<file path="src/common/trip_defs.svh">
// Register map, field positions, reset values and timing constants
`ifndef TRIP_DEFS_SVH
`define TRIP_DEFS_SVH
// ==========================================
// Register byte offsets
`define OFS_CTRL       12'h000
`define OFS_RATED      12'h004
`define OFS_MOTOR      12'h008
`define OFS_OV_LVL     12'h00c
`define OFS_UV_LVL     12'h010
`define OFS_HS_LVL     12'h014
`define OFS_CLIM_MS    12'h018
`define OFS_STATUS     12'h01c
`define OFS_HIST0      12'h020
`define OFS_HIST4      12'h030
// ==========================================
// Control fields
`define CTRL_RST_BIT   0
`define CTRL_LOSS_LO   1
`define CTRL_LOSS_HI   2
// ==========================================
// Reset values
`define RST_RATED      16'h0100
`define RST_OV         12'hc00
`define RST_UV         12'h400
`define RST_HS         12'h800
`define RST_CLIM       16'h03e8
// ==========================================
// Thresholds in percent of rated current
`define PCT_OC         200
`define PCT_CLIM       180
`define PCT_OL         150
`define PCT_PHASE      50
`define PCT_FULL       100
// ==========================================
// Timing and history depth
`define CLK_NS         10
`define TICK_NS        1000000
`define OL_MS          60000
`define PHASE_MS       60000
`define HIST_DEPTH     5
`endif

</file>
<file path="src/common/trip_pkg.sv">
// Types shared by the fault-trip supervisor
`default_nettype none
package trip_pkg;
  typedef enum logic [3:0] {
    FC_NONE     = 4'h0,
    FC_OC       = 4'h1,
    FC_OV       = 4'h2,
    FC_CLIM     = 4'h3,
    FC_HS       = 4'h4,
    FC_MOTOR    = 4'h5,
    FC_UV       = 4'h6,
    FC_IN_PH    = 4'h7,
    FC_OUT_PH   = 4'h8,
    FC_OVERLOAD = 4'h9,
    FC_EXT_A    = 4'ha,
    FC_EXT_B    = 4'hb,
    FC_CUTOFF   = 4'hc
  } fault_code_t;

  typedef enum logic [1:0] {
    LOSS_CONTINUE = 2'h0,
    LOSS_FREE_RUN = 2'h1,
    LOSS_DECEL    = 2'h2
  } loss_action_t;

  typedef enum logic [1:0] {
    ST_RUN    = 2'b00,
    ST_CUTOFF = 2'b01,
    ST_TRIP   = 2'b11
  } state_t;

  typedef struct packed {
    fault_code_t code;
    logic [3:0]  op_status;
  } hist_entry_t;

  typedef struct packed {
    logic [15:0] current;
    logic [11:0] dc_bus;
    logic [11:0] hs_temp;
    logic [3:0]  op_status;
    logic        in_phase_open;
    logic        out_phase_open;
    logic        emergency_cutoff_input;
    logic        ext_fault_no;
    logic        ext_fault_nc;
    logic        reset_terminal_pair;
    logic        keypad_reset;
    logic        ref_lost;
  } sense_t;
endpackage
`default_nettype wire

</file>
<file path="src/design/fault_history.sv">
// Five-entry fault history, newest in slot 0
`timescale 1ns/1ps
`default_nettype none
`include "trip_defs.svh"
module fault_history (
  // Clock and reset
  input  wire logic                 pclk,
  input  wire logic                 presetn,
  // New entry
  input  wire logic                 push,
  input  wire trip_pkg::hist_entry_t entry_in,
  // Stored entries
  output trip_pkg::hist_entry_t     fault_history_slot [`HIST_DEPTH]
);
  import trip_pkg::*;

  hist_entry_t next_slot [`HIST_DEPTH];

  always_comb begin
    for (int i = 0; i < `HIST_DEPTH; i++) begin
      next_slot[i] = fault_history_slot[i];
    end
    if (push) begin
      next_slot[0] = entry_in;
      for (int i = 1; i < `HIST_DEPTH; i++) begin
        next_slot[i] = fault_history_slot[i-1];
      end
    end
  end

  always_ff @(posedge pclk or negedge presetn) begin
    if (!presetn) begin
      for (int i = 0; i < `HIST_DEPTH; i++) begin
        fault_history_slot[i] <= '0;
      end
    end else begin
      fault_history_slot <= next_slot;
    end
  end
endmodule
`default_nettype wire

</file>
<file path="src/design/overload_integrator.sv">
// Inverse-time overload accumulator, one step per millisecond tick
`timescale 1ns/1ps
`default_nettype none
`include "trip_defs.svh"
module overload_integrator (
  // Clock and reset
  input  wire logic        pclk,
  input  wire logic        presetn,
  // Inputs
  input  wire logic        tick,
  input  wire logic        clear,
  input  wire logic [15:0] current,
  input  wire logic [15:0] rated,
  // Result
  output logic             over
);
  localparam logic [31:0] BUDGET = 32'((`PCT_OL - `PCT_FULL) * `OL_MS / `PCT_FULL);

  logic [47:0] acc;
  logic [47:0] next_acc;
  logic [47:0] limit;
  logic        next_over;

  // Excess above rated accumulates; budget of 50% excess over one minute
  always_comb begin
    limit    = 48'(rated) * 48'(BUDGET);
    next_acc = acc;
    if (clear) begin
      next_acc = '0;
    end else if (tick) begin
      if (current > rated) begin
        next_acc = acc + 48'(current - rated);
      end else if (acc > 48'(rated - current)) begin
        next_acc = acc - 48'(rated - current);
      end else begin
        next_acc = '0;
      end
    end
    next_over = !clear && (next_acc >= limit) && (rated != 16'h0000);
  end

  always_ff @(posedge pclk or negedge presetn) begin
    if (!presetn) begin
      acc  <= '0;
      over <= 1'b0;
    end else begin
      acc  <= next_acc;
      over <= next_over;
    end
  end
endmodule
`default_nettype wire

</file>
<file path="src/design/drive_fault_trip_supervisor.sv">
// Fault-trip supervisor: protection checks, trip latch, history and APB registers
// Operation
// - Any fault disables output and shows its code in the present fault display.
// - Keep the last five faults, each with operating status at that moment.
// - Trip on over-current above 200% of rated current.
// - Trip on over-voltage when DC bus exceeds its rated level.
// - Trip when current stays at 180% longer than the programmed limit time.
// - Motor thermal model trips on overload; 150% allowed for one minute.
// - Trip on heat-sink over-temperature from the measured temperature.
// - Trip on low voltage when DC bus falls below the detection level.
// - Input phase open with load above 50% for over a minute trips.
// - Trip when output current monitoring shows an open output phase.
// - Cut-off input disables output at once; release resumes without reset.
// - Drive overload trip, inverse time, 150% for one minute.
// - Normally-open external contact closing trips with external fault A.
// - Normally-closed external contact opening trips with external fault B.
// - Reference loss: continue, decelerate to stop, or coast to stop.
// - Loss action code 0 continue (default), 1 free run, 2 decelerate.
// - History slot 0 holds the newest fault; older ones shift upward.
// - Keypad, terminal or power-cycle reset clears trip and retry counter.
//
// Decided for this implementation: the register offsets and the APB interface to the registers.
`timescale 1ns/1ps
`default_nettype none
`include "trip_defs.svh"
module drive_fault_trip_supervisor #(
  parameter int TICK_CYCLES = `TICK_NS / `CLK_NS
) (
  // APB
  input  wire logic          pclk,
  input  wire logic          presetn,
  input  wire logic          psel,
  input  wire logic          penable,
  input  wire logic          pwrite,
  input  wire logic [11:0]   paddr,
  input  wire logic [31:0]   pwdata,
  output logic [31:0]        prdata,
  output logic               pready,
  output logic               pslverr,
  // Pins from sensors and terminals
  input  wire trip_pkg::sense_t sense,
  // Drive control
  output logic               output_enable,
  output logic               decel_request,
  output trip_pkg::fault_code_t present_fault_display
);
  import trip_pkg::*;
  // ==========================================
  // Input synchronisers
  sense_t     sync1;
  sense_t     s;
  logic [1:0] warm;  // Checks wait until s holds real pin samples, not reset zeros
  always_ff @(posedge pclk or negedge presetn) begin
    if (!presetn) begin
      sync1 <= '0;
      s     <= '0;
      warm  <= 2'b00;
    end else begin
      sync1 <= sense;
      s     <= sync1;
      warm  <= {warm[0], 1'b1};
    end
  end
  // ==========================================
  // Registers
  logic [15:0]  rated;
  logic [15:0]  motor_rated;
  logic [11:0]  ov_lvl;
  logic [11:0]  uv_lvl;
  logic [11:0]  hs_lvl;
  logic [15:0]  clim_ms;
  loss_action_t loss_action;
  logic         soft_reset;
  logic [15:0]  next_rated;
  logic [15:0]  next_motor_rated;
  logic [11:0]  next_ov_lvl;
  logic [11:0]  next_uv_lvl;
  logic [11:0]  next_hs_lvl;
  logic [15:0]  next_clim_ms;
  loss_action_t next_loss_action;
  logic         next_soft_reset;
  logic [31:0]  next_prdata;
  logic         next_pready;
  logic         next_pslverr;
  logic         wr_en;
  logic         setup;
  hist_entry_t  fault_history_slot [`HIST_DEPTH];
  state_t       state;
  logic [7:0]   retry_count;
  function automatic logic mapped(input logic [11:0] a);
    mapped = (a[1:0] == 2'b00) && (a <= `OFS_HIST4);
  endfunction
  function automatic logic [31:0] read_word(input logic [11:0] a);
    read_word = 32'h0000_0000;
    case (a)
      `OFS_CTRL:    read_word = {29'h0, loss_action, 1'b0};
      `OFS_RATED:   read_word = {16'h0, rated};
      `OFS_MOTOR:   read_word = {16'h0, motor_rated};
      `OFS_OV_LVL:  read_word = {20'h0, ov_lvl};
      `OFS_UV_LVL:  read_word = {20'h0, uv_lvl};
      `OFS_HS_LVL:  read_word = {20'h0, hs_lvl};
      `OFS_CLIM_MS: read_word = {16'h0, clim_ms};
      `OFS_STATUS:  read_word = {16'h0, retry_count, state, output_enable, decel_request, present_fault_display};
      default:      read_word = (a >= `OFS_HIST0) ? {24'h0, fault_history_slot[3'((a - `OFS_HIST0) >> 2)]} : 32'h0;
    endcase
  endfunction
  // Zero-wait slave: answer prepared in setup, pready high in access
  always_comb begin
    setup            = psel && !penable;
    wr_en            = psel && penable && pready && pwrite && !pslverr;
    next_pready      = setup;
    next_pslverr     = setup && !mapped(paddr);
    next_prdata      = (setup && !pwrite && mapped(paddr)) ? read_word(paddr) : prdata;
    next_rated       = rated;
    next_motor_rated = motor_rated;
    next_ov_lvl      = ov_lvl;
    next_uv_lvl      = uv_lvl;
    next_hs_lvl      = hs_lvl;
    next_clim_ms     = clim_ms;
    next_loss_action = loss_action;
    next_soft_reset  = 1'b0;
    if (wr_en) begin
      case (paddr)
        `OFS_CTRL: begin
          next_soft_reset = pwdata[`CTRL_RST_BIT];
          if (pwdata[`CTRL_LOSS_HI:`CTRL_LOSS_LO] != 2'h3) begin
            next_loss_action = loss_action_t'(pwdata[`CTRL_LOSS_HI:`CTRL_LOSS_LO]);
          end
        end
        `OFS_RATED:   next_rated = pwdata[15:0];
        `OFS_MOTOR:   next_motor_rated = pwdata[15:0];
        `OFS_OV_LVL:  next_ov_lvl = pwdata[11:0];
        `OFS_UV_LVL:  next_uv_lvl = pwdata[11:0];
        `OFS_HS_LVL:  next_hs_lvl = pwdata[11:0];
        `OFS_CLIM_MS: next_clim_ms = pwdata[15:0];
        default: ;
      endcase
    end
  end
  always_ff @(posedge pclk or negedge presetn) begin
    if (!presetn) begin
      prdata      <= 32'h0000_0000;
      pready      <= 1'b0;
      pslverr     <= 1'b0;
      rated       <= `RST_RATED;
      motor_rated <= `RST_RATED;
      ov_lvl      <= `RST_OV;
      uv_lvl      <= `RST_UV;
      hs_lvl      <= `RST_HS;
      clim_ms     <= `RST_CLIM;
      loss_action <= LOSS_CONTINUE;
      soft_reset  <= 1'b0;
    end else begin
      prdata      <= next_prdata;
      pready      <= next_pready;
      pslverr     <= next_pslverr;
      rated       <= next_rated;
      motor_rated <= next_motor_rated;
      ov_lvl      <= next_ov_lvl;
      uv_lvl      <= next_uv_lvl;
      hs_lvl      <= next_hs_lvl;
      clim_ms     <= next_clim_ms;
      loss_action <= next_loss_action;
      soft_reset  <= next_soft_reset;
    end
  end
  // ==========================================
  // Millisecond tick and timers
  logic [31:0] tick_cnt;
  logic [31:0] next_tick_cnt;
  logic        tick;
  logic [15:0] clim_cnt;
  logic [15:0] next_clim_cnt;
  logic [15:0] phase_cnt;
  logic [15:0] next_phase_cnt;
  logic        at_clim;
  logic        in_phase_load;
  logic        fault_reset;
  function automatic logic pct_at_least(input logic [15:0] cur, input logic [15:0] rat,
                                        input int pct);
    pct_at_least = (32'(cur) * 32'(`PCT_FULL)) >= (32'(rat) * 32'(pct));
  endfunction
  always_comb begin
    tick          = (tick_cnt == 32'(TICK_CYCLES - 1));
    next_tick_cnt = tick ? 32'h0 : tick_cnt + 32'h1;
    fault_reset   = soft_reset || s.reset_terminal_pair || s.keypad_reset;
    at_clim       = pct_at_least(s.current, rated, `PCT_CLIM);
    in_phase_load = (32'(s.current) * 32'(`PCT_FULL)) > (32'(rated) * 32'(`PCT_PHASE));
    next_clim_cnt = clim_cnt;
    if (!at_clim) begin
      next_clim_cnt = 16'h0;
    end else if (tick && clim_cnt <= clim_ms) begin
      next_clim_cnt = clim_cnt + 16'h1;
    end
    next_phase_cnt = phase_cnt;
    // open phase under load for a minute
    if (!(s.in_phase_open && in_phase_load)) begin
      next_phase_cnt = 16'h0;
    end else if (tick && phase_cnt <= 16'(`PHASE_MS)) begin
      next_phase_cnt = phase_cnt + 16'h1;
    end
  end
  always_ff @(posedge pclk or negedge presetn) begin
    if (!presetn) begin
      tick_cnt  <= 32'h0;
      clim_cnt  <= 16'h0;
      phase_cnt <= 16'h0;
    end else begin
      tick_cnt  <= next_tick_cnt;
      clim_cnt  <= next_clim_cnt;
      phase_cnt <= next_phase_cnt;
    end
  end
  logic motor_over;
  overload_integrator motor_thermal (
    .pclk    (pclk),
    .presetn (presetn),
    .tick    (tick),
    .clear   (fault_reset),
    .current (s.current),
    .rated   (motor_rated),
    .over    (motor_over)
  );
  logic drive_over;
  overload_integrator drive_overload (
    .pclk    (pclk),
    .presetn (presetn),
    .tick    (tick),
    .clear   (fault_reset),
    .current (s.current),
    .rated   (rated),
    .over    (drive_over)
  );
  // ==========================================
  // Fault detection and trip state
  fault_code_t detected;
  fault_code_t next_display;
  state_t      next_state;
  logic        push;
  logic [7:0]  next_retry_count;
  logic        next_output_enable;
  logic        next_decel_request;
  always_comb begin
    detected = FC_NONE;
    if (32'(s.current) * 32'(`PCT_FULL) > 32'(rated) * 32'(`PCT_OC)) begin
      detected = FC_OC;                       // over-current
    end else if (s.dc_bus > ov_lvl) begin
      detected = FC_OV;                       // over-voltage
    end else if (clim_cnt > clim_ms) begin
      detected = FC_CLIM;                     // current limit
    end else if (s.hs_temp > hs_lvl) begin
      detected = FC_HS;                       // heat sink
    end else if (motor_over) begin
      detected = FC_MOTOR;                    // motor thermal
    end else if (s.dc_bus < uv_lvl) begin
      detected = FC_UV;                       // low voltage
    end else if (phase_cnt > 16'(`PHASE_MS)) begin
      detected = FC_IN_PH;                    // input phase
    end else if (s.out_phase_open) begin
      detected = FC_OUT_PH;                   // output phase
    end else if (drive_over) begin
      detected = FC_OVERLOAD;                 // drive overload
    end else if (s.ext_fault_no) begin
      detected = FC_EXT_A;                    // contact closed
    end else if (!s.ext_fault_nc) begin
      detected = FC_EXT_B;                    // contact opened
    end
    next_state       = state;
    next_display     = present_fault_display;
    next_retry_count = retry_count;
    push             = 1'b0;
    case (state)
      ST_TRIP: begin
        // reset clears trip and retry count
        if (fault_reset) begin
          next_retry_count = 8'h00;
          next_state       = s.emergency_cutoff_input ? ST_CUTOFF : ST_RUN;
          next_display     = s.emergency_cutoff_input ? FC_CUTOFF : FC_NONE;
        end
      end
      ST_RUN, ST_CUTOFF: begin
        // cut-off follows the input level, no latch
        next_state   = s.emergency_cutoff_input ? ST_CUTOFF : ST_RUN;
        next_display = s.emergency_cutoff_input ? FC_CUTOFF : FC_NONE;
      end
      default: begin
        next_state   = ST_TRIP;
        next_display = FC_NONE;
      end
    endcase
    // a new fault trips and displays its code; it wins over a reset
    if (warm[1] && detected != FC_NONE && (state != ST_TRIP || fault_reset)) begin
      next_state       = ST_TRIP;
      next_display     = detected;
      push             = 1'b1;
      next_retry_count = (state == ST_TRIP) ? 8'h00 : retry_count + 8'h01;
    end
    next_output_enable = warm[1] && (next_state == ST_RUN) &&
                         !(s.ref_lost && loss_action == LOSS_FREE_RUN);
    next_decel_request = next_output_enable && s.ref_lost && loss_action == LOSS_DECEL;
  end
  always_ff @(posedge pclk or negedge presetn) begin
    if (!presetn) begin
      state                 <= ST_RUN;
      present_fault_display <= FC_NONE;
      retry_count           <= 8'h00;
      output_enable         <= 1'b0;
      decel_request         <= 1'b0;
    end else begin
      state                 <= next_state;
      present_fault_display <= next_display;
      retry_count           <= next_retry_count;
      output_enable         <= next_output_enable;
      decel_request         <= next_decel_request;
    end
  end
  // snapshot of code and operating status
  fault_history history (
    .pclk               (pclk),
    .presetn            (presetn),
    .push               (push),
    .entry_in           ({detected, s.op_status}),
    .fault_history_slot (fault_history_slot)
  );
endmodule
`default_nettype wire

</file>
<file path="config.mk">
export PLATFORM = sky130hd
export DESIGN_NAME = drive_fault_trip_supervisor
export DESIGN_NICKNAME = d
export VERILOG_FILES = /design/src/common/trip_pkg.sv /design/src/design/fault_history.sv /design/src/design/overload_integrator.sv /design/src/design/drive_fault_trip_supervisor.sv
export VERILOG_INCLUDE_DIRS = /design/src /design/src/common
export SDC_FILE = /design/constraint.sdc
export NUM_CORES = 2
export LEC_CHECK = 0
export ABC_AREA = 1
export BUFFER_PORTS_ARGS = -buffer_cell sky130_fd_sc_hd__buf_2
export CAP_MARGIN = 20
export CORE_AREA = 2 2 296 590
export CTS_CLUSTER_DIAMETER = 200
export DETAILED_ROUTE_END_ITERATION = 8
export DIE_AREA = 0 0 298 592
export MAX_ROUTING_LAYER = met4
export SLEW_MARGIN = 30
export SYNTH_ARGS = -nofsm -noshare
export SYNTH_HDL_FRONTEND = slang
export SYNTH_SLANG_ARGS = --single-unit
</file>
<file path="constraint.sdc">
create_clock -name pclk -period 7.4 [get_ports pclk]
set_input_delay 0.37 -clock pclk [delete_from_list [all_inputs] [get_ports pclk]]
set_output_delay 0.37 -clock pclk [all_outputs]
set_load 0.1 [all_outputs]
</file>
-- Yosys cells after proc, flatten, opt, wreduce, memory -nomap -nowiden
Index checks and enable logic that the tools add are counted.
- word-level logic and storage cells: 208
- register bits: 445
- input bits: 101
- muxes and demuxes: 44
- multiply operators: 6
- equality and inequality tests: 17
- bitwise logic cells: 1
- add/subtract/negate cells: 13
- reductions and logical operators: 50
- $lt $le $gt $ge: 19
- operators with widths (cell ; number):
    48-bit 2-to-1 mux ; 8
    16-bit one-hot mux with 8 select lines ; 1
    48-bit adder ; 2
    48-bit by 31-bit greater-or-equal comparator with 1-bit output ; 2
    48-bit greater-than comparator ; 2
    48-bit subtractor ; 2
    16-bit by 16-bit subtractor with 17-bit output ; 4
    16-bit 2-to-1 mux ; 4
    16-bit by 5-bit multiplier with 21-bit output (second input constant) ; 3
    4-bit 2-to-1 mux ; 14
    8-bit 2-to-1 mux ; 7
    16-bit by 11-bit multiplier with 27-bit output (second input constant) ; 2
    12-bit by 5-bit equality test with 1-bit output (second input constant) ; 4
    16-bit greater-than comparator ; 3
    16-bit by 1-bit adder with 16-bit output (second input constant) ; 2
    32-bit by 1-bit adder with 32-bit output (second input constant) ; 1
    32-bit by 17-bit equality test with 1-bit output (second input constant) ; 1
    32-bit 2-to-1 mux ; 1
    16-bit nonzero test ; 2
    8-bit binary-select mux with 3-bit select ; 1
    12-bit by 4-bit equality test with 1-bit output (second input constant) ; 2
    23-bit by 24-bit greater-or-equal comparator with 1-bit output ; 1
    12-bit greater-than comparator ; 2
    23-bit by 24-bit greater-than comparator with 1-bit output ; 1
    32 further kinds ; 78

-- Longest topological paths before layout
- depth in word-level cells: 20
- mapped depth: 40
- mapped depth without buffers: 38

-- Cells and area by module
From an unflattened synthesis, not the netlist that was laid out.
- cells, all modules: 7570
- area total of the unflattened synthesis: 52836.9 um^2
- modules (own cells, without submodules) (module ; area an instance (um^2) ; instances ; sequential area each (um^2) ; cells an instance):
    drive_fault_trip_supervisor ; 19915.4 ; 1 ; 7297.0 ; 2312
    overload_integrator at drive_overload ; 15700.1 ; 1 ; 1226.2 ; 2544
    overload_integrator at motor_thermal ; 15632.5 ; 1 ; 1226.2 ; 2544
    fault_history ; 1589.0 ; 1 ; 1001.0 ; 170

-- Worst setup path after synthesis
No wires, ideal clock.
- path kind: register to register
- start point: reg motor_rated[0]
- end point: reg motor_thermal.over
- arrival: 6.191 ns
- buffers on the path: 1
- cell stages (with the launch flop): 38
- setup time: 0.113 ns
- setup slack: 1.096 ns
- data required time: 7.287 ns
- cells stage by stage: dfrtp_1 > inv_1 > ha_1 > inv_1 > fa_1 > a221o_1 > a221o_1 > a21oi_1 > inv_1 > nand2_1 > nand3_1 > ha_1 > nand2_1 > nor2_1 > inv_2 > nor2_2 > nand2_2 > nor2_4 > (+2 left out) > nand3_4 > inv_4 > clkbuf_1 > nand2_1 > a21oi_1 > ha_1 > a21oi_1 > nor2_1 > a211oi_1 > o221ai_1 > a21oi_1 > nand2_1 > nand2_1 > nand2_1 > nand2_1 > nand3_1 > nand2_1 > inv_1
- word-level cells in the longest chain between the ends: 9
- elaborated cells on any way between the ends: 15
- classes of those cells: 4 x add/sub; 1 x mul; 3 x order compare; 4 x mux; 3 x reduce/logical
- RTL lines (item ; RTL line ; text):
    start: declaration ; drive_fault_trip_supervisor.sv:67 ; logic [15:0] motor_rated;
    start signal: assignment ; drive_fault_trip_supervisor.sv:146 ; motor_rated <= `RST_RATED;
    start signal: assignment ; drive_fault_trip_supervisor.sv:158 ; motor_rated <= next_motor_rated;
    16-bit by 16-bit subtractor with 17-bit output ; overload_integrator.sv:33, overload_integrator.sv:34 ;
    48-bit subtractor or 48-bit greater-than comparator (tied branches) ; overload_integrator.sv:34, overload_integrator.sv:33 ;
    48-bit 2-to-1 mux ; overload_integrator.sv:33 ; end else if (acc > 48'(rated - current)) begin
    48-bit 2-to-1 mux * ; overload_integrator.sv:31 ; if (current > rated) begin
    48-bit 2-to-1 mux * ; overload_integrator.sv:30 ; end else if (tick) begin
    48-bit 2-to-1 mux * ; overload_integrator.sv:28 ; if (clear) begin
    net motor_thermal.next_acc[9] ; overload_integrator.sv:20 ; logic [47:0] next_acc;
    48-bit by 31-bit greater-or-equal comparator with 1-bit output * ; overload_integrator.sv:39 ; next_over = !clear && (next_acc >= limit) && (rated != 16'h0000);
    1-bit logical AND * (2 in a row) ; overload_integrator.sv:39 ;
    net motor_thermal.next_over ; overload_integrator.sv:22 ; logic next_over;
    end signal: assignment ; overload_integrator.sv:48 ; over <= next_over;
    end: declaration ; overload_integrator.sv:15 ; output logic over
The timed path passes the listed nets; every way through them passes the cells marked *.
A chain may end at the register's enable or synchronous reset.

-- Worst setup path in the final report
- start point: reg s[36] (netlist name)
- end point: reg drive_overload.over
- word-level cells in the longest chain between the ends: 9
- elaborated cells on any way between the ends: 13
- classes of those cells: 4 x add/sub; 3 x order compare; 4 x mux; 2 x reduce/logical
- RTL lines (item ; RTL line ; text):
    start: declaration ; drive_fault_trip_supervisor.sv:51 ; sense_t s;
    start signal: assignment ; drive_fault_trip_supervisor.sv:60 ; s <= sync1;
    16-bit by 16-bit subtractor with 17-bit output ; overload_integrator.sv:33, overload_integrator.sv:34 ;
    48-bit subtractor or 48-bit greater-than comparator (tied branches) ; overload_integrator.sv:34, overload_integrator.sv:33 ;
    48-bit 2-to-1 mux ; overload_integrator.sv:33 ;
    48-bit 2-to-1 mux * ; overload_integrator.sv:31 ;
    48-bit 2-to-1 mux * ; overload_integrator.sv:30 ;
    48-bit 2-to-1 mux * ; overload_integrator.sv:28 ;
    net drive_overload.next_acc[15] ; overload_integrator.sv:20 ;
    48-bit by 31-bit greater-or-equal comparator with 1-bit output * ; overload_integrator.sv:39 ;
    1-bit logical AND * (2 in a row) ; overload_integrator.sv:39 ;
    net drive_overload.next_over ; overload_integrator.sv:22 ;
    end signal: assignment ; overload_integrator.sv:48 ;
    end: declaration ; overload_integrator.sv:15 ;
Marked as above.

==> metrics <==
Crit Path Max Fanout=5; chip height=roughly 590 µm; top_reg_cell synth=dfrtp_1; Slew @ Worst Pin=roughly 0.96 ns; CP Capture Type=flip-flop; slowest stage cell, crit path=a31oi_1; Routed WL=about 210000 µm; status=complete, no violations; Multi-input gate area=around 35000 µm²; Die W=just under 300 µm; grt ovf=0; Final Core Density=between 30% and 40%; Avg Cell Area, Syn=approximately 7 µm²; Routability Congestion=1.05; sequential power share=38.2%; Final TNS setup=0 ns; Tmin final=just under 7 ns; period utilisation layout=a little over nine tenths; fraction of layout cells with a size suffix above 1=under 10%; global-route wire length before repair=311000 µm; unrepaired setup endpoints after global routing=false; drt initial violations=around 3100; register bit count reported by yosys=between 400 and 500; Yosys cell types=70; I/O Pins=141; register area=~11000 µm²; Starting Density=~30%; Comb power frac=about 28%; pwr/cell area=between 100 and 150 nW/µm²; most common cell after layout, fill and taps aside=nand2_1; CORE AREA=roughly 170000 µm²; htree depth=2; postcts setup bufs=0; final hold vios=0; cts bufs inserted=between 40 and 50; average wire per standard cell=between 20 and 25 µm; die area=176000 µm²; Vias=between 40000 and 50000; Max Freq=144 MHz; Max-Cap Viols=0; Avg Vias per Cell=between 5 and 6; DR pass1 iterations=9; initial antenna violation count=2; IO Port Bufs=around 110; Longest Clk Path Bufs=3; Worst Path Arrival=7.54 ns; maximum vdd drop=a little over 0.3 mV; Top cell by count, worst path=nand2_1; EDFF count, synth=0; Hold Crit Class=primary input to flip-flop; NetSw=~2.5 mW; Remaining DRCs=0; placed cells=just under 10000; Layout Nets=roughly 8500; Clk network pwr share=between 30% and 40%; clock latency on the worst-skew pair=approximately 0.66 ns; CTS tree=yes; Worst EP required=~8 ns; Yosys warning total=0; Cell Int Power=about 4.3 mW; Site Rows=between 200 and 250; Final Non-Filler Cells=between 9000 and 10000; Leak=~30 nW; number of fill cells=~19000; sequential-to-total area share from yosys stat=a little over a fifth; sw frac=around 37%; Final ANT Viol Nets=0; cell area after synthesis=roughly 50000 µm²; Slew Limit Headroom=a little over a third; root buffer cell=clkbuf_16; Crit Path Category=flip-flop to flip-flop; ys async rst share=100%; DPL Wire Length=about 180000 µm; Slew Limit Fails=0; Area Overhead vs Synth=10.8%; vias in the first global route=roughly 51000; clk sinks=about 430; most frequent cells in the layout=nand2_1 (1766), inv_1 (1240), ha_1 (718), nor2_1 (588), a21oi_1 (527); largest net degree at the start of global routing=around 120; endpoints failing setup=0; Mapped Cells=about 7300; hold slack=0.104 ns; post-CTS resize count=0; PnR Total Power=about 6.8 mW; Final Skew=0.0536 ns; crit path launch type=flip-flop; clk slew on worst S/H paths=around 0.070 ns; CP peak stage delay=slightly above 0.6 ns; GRT Total Usage=24.3%
## flip-flops by register name, summed over array words and instances (netlist names), 32 cells and up
signal / count
tick_cnt: 32
motor_thermal.acc: 48
s: 52
drive_overload.acc: 48
sync1: 52
history.fault_history_slot: 40
## repair_timing
| item | CTS | global route |
|---|---|---|
| hold buffers | 56 | 0 |
| endpoints found under the hold margin | 145 | 0 |
| endpoints found under the setup margin | 0 | 0 |
## per-layer routing
metal	GRT usage, %	vias up	share of wire [%]
met5	-	-	0
met4	23.9	0	12
met3	2.44	700	3.5
met2	45.6	1508	53
met1	20.6	23100	31
li1	-	24300	-
## path summary, 6_finish.rpt
kind	from	to	slack [ns]	depth (start not counted)
min in group asynchronous	presetn	ov_lvl[2]	0.41	2
setup / recovery	s[36]	drive_overload.over	0.44	30
max in group asynchronous	presetn	phase_cnt[13]	5.54	3
setup reg to reg	s[36]	drive_overload.over	0.44	30
hold reg to reg	sync1[8]	s[8]	0.33	0
hold / removal	pwdata[14]	motor_rated[14]	0.10	3
## power by group through the flow
stage	clock [mW]	combinational (mW)	sequential (mW)
2_1_floorplan	0	1.22	2.64
3_3_place_gp	0	1.78	2.62
3_5_place_dp	0	1.82	2.62
4_1_cts	2.35	1.86	2.58
5_1_grt	2.43	2.07	2.59
6_report	2.31	1.86	2.58
## cell usage after synthesis (93+ instances only)
cell type | instances | area share, %
ha_1 | 718 | 18
xor2_1 | 171 | 2.9
o21ai_0 | 363 | 3.5
nor3_1 | 93 | 0.91
a21oi_1 | 527 | 5.1
nand4_1 | 129 | 1.6
nand2_1 | 1766 | 13
inv_1 | 1240 | 9.1
dfrtp_1 | 417 | 20
nor2_1 | 588 | 4.3
nand3_1 | 333 | 3.2
fa_1 | 178 | 6.9
## stage by stage
step	worst slack [ns]	cell area, µm²
floorplan	1.10	51300
CTS	0.751	56800
global placement	0.772	54800
detailed placement	0.729	54800
finish	0.438	56800
global route	0.180	56800
## area by class of cell
class                           instances  area share (%)
Antenna cell                            1         0.00440
Clock buffer                           59            2.14
Clock inverter                         21           0.381
Inverter                             1283            8.48
Multi-Input combinational cell       5514            61.8
Sequential cell                       429            18.9
Tap cell                             2278            5.01
Timing Repair Buffer                  260            3.29
## logic make-up after synthesis
kind of cell,after synthesis,synth area share (%)
other,2,0.0146
flip-flops,429,21.0
AO/OA/AOI/OAI,1289,14.4
AND/OR/NAND/NOR,3061,25.2
XOR/XNOR,251,4.30
buffers and inverters,1405,10.7
adder cells (fa/ha/maj),896,24.5
## worst max-delay path: cells and delay by family (launching register included)
kind | cells | cell delay, ns
AOI/OAI and AO/OA | 9 | 2.46
adders and majority gates | 4 | 1.48
DFF | 1 | 0.52
and+or+nand+nor | 13 | 1.64
xor gates and xnor gates | 1 | 0.20
buffers and inverters | 3 | 0.58
Note: power is estimated with default switching activity, not from simulation.
